[src/verilog/cbc_pkg.sv]
// Constants and carrier types for the coherent broadcast control block.
// Assumes a single 50 MHz clock domain and static configuration levels.
`default_nettype none
package cbc_pkg;
   typedef enum logic [1:0] {
      CBC_DOM_NONSHARE,
      CBC_DOM_INNER,
      CBC_DOM_OUTER,
      CBC_DOM_SYSTEM
   } cbc_domain_t;

   typedef enum logic [1:0] {
      CBC_OP_OTHER,
      CBC_OP_CLEAN_SHARED,
      CBC_OP_CLEAN_INVALID,
      CBC_OP_MAKE_INVALID
   } cbc_op_t;

   typedef struct packed {
      logic bcast_inner_domain_en;
      logic bcast_outer_domain_en;
      logic bcast_maint_ops_en;
   } cbc_cfg_t;

   typedef struct packed {
      logic valid;
      cbc_domain_t domain;
      cbc_op_t op;
   } cbc_txn_t;

   localparam logic CBC_CFG_RST = 1'h0;
   localparam logic [1:0] CBC_SYNC_LAST = 2'h2;
endpackage : cbc_pkg
`default_nettype wire
[src/verilog/cbc_ctrl.sv]
// Broadcast decision for coherent transactions from static controls.
// Assumes controls come from tie-offs or another domain; they are
// synchronised and then latched once as the working configuration.
// Outputs come straight from flip-flops; decisions lag by one cycle.
`default_nettype none
module cbc_ctrl (
   input wire logic sys_clk_i,
   input wire logic rstn_i,
   input wire logic clk_en_i,
   input wire cbc_pkg::cbc_cfg_t cfg_i,
   input wire cbc_pkg::cbc_txn_t txn_i,
   output logic bcast_o,
   output logic txn_valid_o,
   output logic cfg_ready_o,
   output logic cfg_error_o
);
   // Stage one of the control synchroniser; only stage two reads it
   cbc_pkg::cbc_cfg_t sync1_ff;
   cbc_pkg::cbc_cfg_t sync2_ff;

   // Working configuration, written once after each reset
   cbc_pkg::cbc_cfg_t cfg_ff;
   cbc_pkg::cbc_cfg_t nxt_cfg;
   logic [1:0] cnt_ff;
   logic cnt_at_end;
   logic cfg_ready_ff;
   logic cfg_error_ff;
   logic nxt_cfg_error;
   logic latch_now;

   // Per-transaction decision path
   logic txn_take;
   logic dom_hit;
   logic maint_hit;
   logic nxt_bcast;
   logic nxt_txn_valid;
   logic bcast_ff;
   logic txn_valid_ff;

   // Clean-shared, clean-invalid and make-invalid form the class
   function automatic logic is_maint(input cbc_pkg::cbc_op_t op);
      is_maint = 1'b0;
      unique case (op)
         cbc_pkg::CBC_OP_OTHER: begin
            is_maint = 1'b0;
         end
         cbc_pkg::CBC_OP_CLEAN_SHARED: begin
            is_maint = 1'b1;
         end
         cbc_pkg::CBC_OP_CLEAN_INVALID: begin
            is_maint = 1'b1;
         end
         cbc_pkg::CBC_OP_MAKE_INVALID: begin
            is_maint = 1'b1;
         end
      endcase
   endfunction : is_maint

   // Domain gate, shared by ordinary and maintenance transactions
   function automatic logic dom_enabled(
      input cbc_pkg::cbc_cfg_t cfg,
      input cbc_pkg::cbc_domain_t dom
   );
      dom_enabled = 1'b0;
      unique case (dom)
         cbc_pkg::CBC_DOM_NONSHARE: begin
            dom_enabled = 1'b0;
         end
         cbc_pkg::CBC_DOM_INNER: begin
            dom_enabled = cfg.bcast_inner_domain_en;
         end
         cbc_pkg::CBC_DOM_OUTER: begin
            dom_enabled = cfg.bcast_outer_domain_en;
         end
         // System scope is never enabled by this gate; only an enabled maintenance op broadcasts it
         cbc_pkg::CBC_DOM_SYSTEM: begin
            dom_enabled = 1'b0;
         end
      endcase
   endfunction : dom_enabled

   // Inner without outer is illegal; widening it loses no snoops
   function automatic cbc_pkg::cbc_cfg_t promote_cfg(
      input cbc_pkg::cbc_cfg_t cfg
   );
      cbc_pkg::cbc_cfg_t fixed;
      fixed = cfg;
      fixed.bcast_outer_domain_en = cfg.bcast_outer_domain_en
         | cfg.bcast_inner_domain_en;
      promote_cfg = fixed;
   endfunction : promote_cfg

   function automatic logic cfg_illegal(input cbc_pkg::cbc_cfg_t cfg);
      cfg_illegal = 1'b0;
      if (cfg.bcast_inner_domain_en && !cfg.bcast_outer_domain_en) begin
         cfg_illegal = 1'b1;
      end
   endfunction : cfg_illegal

   always_ff @(posedge sys_clk_i or negedge rstn_i) begin
      if (!rstn_i) begin
         sync1_ff <= '0;
      end else if (clk_en_i) begin
         sync1_ff <= cfg_i;
      end
   end

   always_ff @(posedge sys_clk_i or negedge rstn_i) begin
      if (!rstn_i) begin
         sync2_ff <= '0;
      end else if (clk_en_i) begin
         sync2_ff <= sync1_ff;
      end
   end

   always_comb begin
      cnt_at_end = (cnt_ff == cbc_pkg::CBC_SYNC_LAST);
   end

   // Stage two holds the sampled pins by the time the counter ends
   always_comb begin
      latch_now = 1'b0;
      if (clk_en_i && !cfg_ready_ff) begin
         latch_now = cnt_at_end;
      end
   end

   always_comb begin
      nxt_cfg = promote_cfg(sync2_ff);
   end

   always_comb begin
      nxt_cfg_error = cfg_illegal(sync2_ff);
   end

   // Counter parks at its end value until the next reset
   always_ff @(posedge sys_clk_i or negedge rstn_i) begin
      if (!rstn_i) begin
         cnt_ff <= '0;
      end else if (clk_en_i && !cfg_ready_ff && !latch_now) begin
         cnt_ff <= cnt_ff + 2'h1;
      end
   end

   // Once set, later changes on the control pins are ignored
   always_ff @(posedge sys_clk_i or negedge rstn_i) begin
      if (!rstn_i) begin
         cfg_ready_ff <= cbc_pkg::CBC_CFG_RST;
      end else if (latch_now) begin
         cfg_ready_ff <= 1'b1;
      end
   end

   always_ff @(posedge sys_clk_i or negedge rstn_i) begin
      if (!rstn_i) begin
         cfg_ff <= '0;
      end else if (latch_now) begin
         cfg_ff <= nxt_cfg;
      end
   end

   // Error flag stays until reset, like the configuration itself
   always_ff @(posedge sys_clk_i or negedge rstn_i) begin
      if (!rstn_i) begin
         cfg_error_ff <= cbc_pkg::CBC_CFG_RST;
      end else if (latch_now) begin
         cfg_error_ff <= nxt_cfg_error;
      end
   end

   // Nothing is taken before the configuration is latched
   always_comb begin
      txn_take = txn_i.valid & cfg_ready_ff;
   end

   // Maintenance with its control low still passes through this gate
   always_comb begin
      dom_hit = dom_enabled(cfg_ff, txn_i.domain);
   end

   always_comb begin
      maint_hit = 1'b0;
      if (cfg_ff.bcast_maint_ops_en) begin
         maint_hit = is_maint(txn_i.op);
      end
   end

   // Broadcast is the union of the enabled classes
   always_comb begin
      nxt_bcast = 1'b0;
      if (txn_take) begin
         nxt_bcast = dom_hit | maint_hit;
      end
   end

   always_comb begin
      nxt_txn_valid = txn_take;
   end

   // Registered decision, held while clk_en_i is low
   always_ff @(posedge sys_clk_i or negedge rstn_i) begin
      if (!rstn_i) begin
         bcast_ff <= 1'b0;
      end else if (clk_en_i) begin
         bcast_ff <= nxt_bcast;
      end
   end

   always_ff @(posedge sys_clk_i or negedge rstn_i) begin
      if (!rstn_i) begin
         txn_valid_ff <= 1'b0;
      end else if (clk_en_i) begin
         txn_valid_ff <= nxt_txn_valid;
      end
   end

   assign bcast_o = bcast_ff;
   assign txn_valid_o = txn_valid_ff;
   assign cfg_ready_o = cfg_ready_ff;
   assign cfg_error_o = cfg_error_ff;
endmodule : cbc_ctrl
`default_nettype wire

[config.mk]
export PLATFORM = sky130hd
export DESIGN_NAME = cbc_ctrl
export DESIGN_NICKNAME = d
export VERILOG_FILES = /design/src/verilog/cbc_pkg.sv /design/src/verilog/cbc_ctrl.sv
export SDC_FILE = /design/constraint.sdc
export NUM_CORES = 1
export LEC_CHECK = 0
export BUFFER_PORTS_ARGS = -buffer_cell sky130_fd_sc_hd__buf_2
export CAP_MARGIN = 20
export CORE_AREA = 3 3 44 46
export CTS_CLUSTER_SIZE = 14
export DETAILED_ROUTE_END_ITERATION = 6
export DIE_AREA = 0 0 47 49
export PLACE_DENSITY_LB_ADDON = 0.25
export SLEW_MARGIN = 15
export SYNTH_ARGS = -nofsm -noshare
export SYNTH_HDL_FRONTEND = slang
export SYNTH_SLANG_ARGS = --single-unit
[constraint.sdc]
create_clock -name sys_clk_i -period 1.2 [get_ports sys_clk_i]
set_input_delay 0.24 -clock sys_clk_i [delete_from_list [all_inputs] [get_ports sys_clk_i]]
set_output_delay 0.24 -clock sys_clk_i [all_outputs]
set_load 0.01 [all_outputs]
==> impl_summary.txt <==
----------------------------------------------------
[Outcome]
  Result of the run ... finished clean

[Clocking]
  Clock input transition at the sequential cells of the worst setup and hold paths ... 0.08 ns
  Maximum clock path buffer count ... 2
  Insertion delay of the later-clocked pin in the worst-skew pair ... 0.27 ns
  Buffer count from post-CTS setup fixing ... 0
  Total number of clock tree sinks ... 15
  Cell at the root of the clock tree ... clkbuf_4
  CTS tree ... done
  Maximum level of the CTS H-tree ... 1
  Total CTS buffers ... 3

[Die]
  Initial standard-cell utilization of the core ... 40.99%
  Num rows ... 14
  Area inside the core boundary ... 1541 um^2
  Die footprint ... 2303 um^2
  Top-level I/O count ... 15
  Die width ... 47 um
  Floorplan die height ... 49 um

[Worst hold path]
  Hold Path Stages ... 2
  Class of the most critical hold timing path ... input pin to register
  Start point of the worst hold path ... cfg_i[2]
  Worst Hold Path EP ... sync1_ff[2]$_DFFE_PN0P_

[Drt]
  Initial DRT Pass Iterations ... 4
  Post-detailed-route via-to-cell ratio ... 4.843
  Residual antenna-violating net count after detailed routing ... 0
  WL per Instance ... 11.55 um
  Iteration-0 DRC Markers ... 3
  Total number of vias ... 402
  Total wirelength of the detailed-routed design ... 959 um
  Drc violations ... 0

[Synthesis]
  Count of different cell masters after synthesis ... 19
  Post-synthesis mux area share ... 15.45%
  Area share of fa/ha/maj cells after synthesis ... 1.980%
  Synth Area in Compound Gates ... 7.723%
  Synth Warn # ... 0
  Largest area contributor in the synthesized netlist ... dfrtp_1
  Area of the mapped netlist ... 631.9 um^2
  Simple-Gate Fraction of Synth Area ... 11.09%
  Area share of xor/xnor cells in the synthesized design ... 1.386%
  Fraction of the yosys area taken by sequential cells ... 59.41%
  Nets in the synthesized netlist ... 59
  Total of flip-flops plus latches after synthesis ... 15
  Main combinational cell family by area after synthesis ... multiplexers
  Post-Syn Area per Cell ... 13.44 um^2
  Number of instances in the synthesized netlist ... 47
  Proportion of netlist area held by the largest area contributor ... 59.41%
  Synth top area cells ... dfrtp_1 (59%), mux2_2 (11%), mux2_4 (4.8%)

[Final layout]
  Area of combinational cells with multiple inputs ... 250.2 um^2
  Total area of sequential cells ... 375.4 um^2
  Layout filler cell count ... 144
  Leading cell types in the layout, fill and taps excluded ... dfrtp_1 (15), buf_2 (14), mux2_2 (6)
  Layout net count ... 80
  Most common library cell in the layout ignoring fill and taps ... dfrtp_1
  Final Instance Count excl. Fillers ... 83
  Layout cells sized above 1 ... 46.27%
  Layout-stage area growth over the synthesis result ... 23.17%
  Antenna cell count ... 0

[Setup path]
  Slowest cell on the critical path ... dfrtp_1
  Nature of the critical path endpoint ... register
  Launch point of the worst reg-to-reg path ... cnt_ff[1]$_DFFE_PN0P_
  Largest stage delay on the critical path ... 0.41 ns
  Required time worst endpoint ... 1.40 ns
  Worst-case register-to-register setup slack ... 0.06 ns
  Crit path max fanout ... 3
  Endpoint of the worst register-to-register path ... cnt_ff[1]$_DFFE_PN0P_
  R2r worst-path depth ... 4
  Critical path class ... register to register
  CP startpoint kind ... register
  Series of cell instances along the critical path ... ha_4 -> nor3b_2 -> nor2_1 -> a21oi_1
  Critical Path AT ... 1.34 ns

[Placed design]
  Detailed-placement wirelength estimate ... 705.4 um
  Weighted congestion at the end of routability-driven global placement ... 0.6112
  Inst Count DP ... 78
  # port buffers ... 14

[Pwr]
  Switch share ... 27.91%
  Pwr dens ... 1756 nW/um^2
  Net switching power of the design ... 0.3815 mW
  Static power due to leakage ... 0.3765 nW
  Power Internal ... 0.9854 mW
  Clock share of power ... 20.3%
  Reg power frac ... 52.1%
  Peak ir drop on the vdd network ... 0.7964 mV
  Relative contribution of combinational cells to total power ... 27.6%

[STA]
  Worst-case hold slack ... 0.1927 ns
  Hold violation total from the final report ... 0
  Final clock period utilization by the worst path ... 94.83%
  Maximum clock frequency ... 878.8 MHz
  Number of endpoints failing setup at the final stage ... 0
  Max-Slew Margin vs Limit ... 77.49%
  Setup repair after global routing missed its margin ... true
  Final worst clock skew ... 0.001192 ns
  Minimum clock period ... 1.138 ns
  Slew @ Worst Pin ... 0.3377 ns
  Fin. max-slew vios ... 0

[GRT]
  Initial antenna violation count ... 0
  Global-route wire length before repair ... 1635 um
  Number of global-route vias before repair ... 377
  Largest net degree at the start of global routing ... 16
  Total global-route track usage ... 9.914%
  Total congestion overflow after global routing ... 0

[Job]
  Number of max-capacitance violations reported ... 0

----------------------------------------------------
[worst max-delay path, delay by kind of cell (launching register included)]
family / cells / cell delay (ns)
adders and majority gates: 1 / 0.18
DFF: 1 / 0.41
AOI/OAI and AO/OA: 1 / 0.13
and+or+nand+nor: 2 / 0.33
[worst max-delay path by stage]
stage / startpoint / to / slack (ns) / cells past startpoint
after floorplan: cnt_ff[0]$_DFFE_PN0P_ / cfg_ff[0]$_DFFE_PN0P_ / 0.01 / 4
after global placement: cnt_ff[0]$_DFFE_PN0P_ / cfg_ff[0]$_DFFE_PN0P_ / 0.02 / 4
after detailed placement: cnt_ff[0]$_DFFE_PN0P_ / cfg_ff[0]$_DFFE_PN0P_ / -0.01 / 4
after CTS: cnt_ff[0]$_DFFE_PN0P_ / cfg_ff[0]$_DFFE_PN0P_ / 0.006 / 4
after global routing: cnt_ff[1]$_DFFE_PN0P_ / cnt_ff[1]$_DFFE_PN0P_ / -0.01 / 4
final: cnt_ff[1]$_DFFE_PN0P_ / cnt_ff[1]$_DFFE_PN0P_ / 0.06 / 4
[flip-flops by register name, indices dropped and copies added (netlist names)]
name,cells
sync2_ff,1
txn_valid_o,1
bcast_o,1
cfg_ff,3
nxt_cfg,2
cnt_ff,2
sync1_ff,3
cfg_error_o,1
cfg_ready_o,1
[synth_stat cells, drive strengths merged]
cell / count
a21o: 1
a21oi: 1
buf: 1
dfrtp: 15
ha: 1
inv: 3
mux2: 8
nand2: 3
nand2b: 1
nand3: 1
nand3b: 2
nor2: 2
nor3b: 1
o211a: 1
o21ai: 4
o22ai: 1
xnor2: 1
[stage by stage]
stage               TNS [ns]  util, %  power, mW  instance area [um^2]  worst slack (ns)
floorplan                  0        -     0.9344                 631.9          0.009705
global placement           0    47.32      1.043                 729.5           0.02326
detailed placement  -0.01794    47.32      1.056                 729.5         -0.009998
CTS                        0    49.84      1.350                 768.2          0.005500
global route        -0.01147    50.49      1.471                 778.2          -0.01147
finish                     0    50.49      1.367                 778.2           0.06208
[logic make-up (layout without fill, tap and decap cells)]
kind of cell	count (synthesis)	count (layout)
multiplexers	8	8
flip-flops	15	15
buffers and inverters	4	24
adder cells (fa/ha/maj)	1	1
AND/OR/NAND/NOR	10	10
XOR/XNOR	1	1
AO/OA/AOI/OAI	8	8
[area by class of cell]
class,instances,area share [%]
Timing Repair Buffer,17,12.22
Tap cell,16,2.572
Inverter,3,1.447
Multi-Input combinational cell,28,32.15
Sequential cell,15,48.23
Clock buffer,4,3.376
[layer usage]
layer | global-route usage [%] | wire length (um) | vias to the layer above
met1 | 12.88 | 499 | 188
met2 | 14.03 | 390 | 11
met3 | 3.321 | 69 | 0
met5 | 0 | 0 | -
li1 | - | - | 203
met4 | 5.530 | 0 | 0
[power by group through the flow]
stage | Sequential, mW | Clock (mW) | Combinational (mW)
2_1_floorplan | 0.707 | 0 | 0.227
3_3_place_gp | 0.710 | 0 | 0.333
3_5_place_dp | 0.714 | 0 | 0.342
4_1_cts | 0.703 | 0.294 | 0.353
5_1_grt | 0.726 | 0.316 | 0.429
6_report | 0.712 | 0.278 | 0.377
[repair_timing]
action                                  in CTS  in global routing
hold buffers                                 1                  0
pin swaps                                    0                  0
endpoints found under the setup margin       4                  5
endpoints found under the hold margin       15                  0
resized for setup                            1                  3
(Power assumes the default switching activity.)
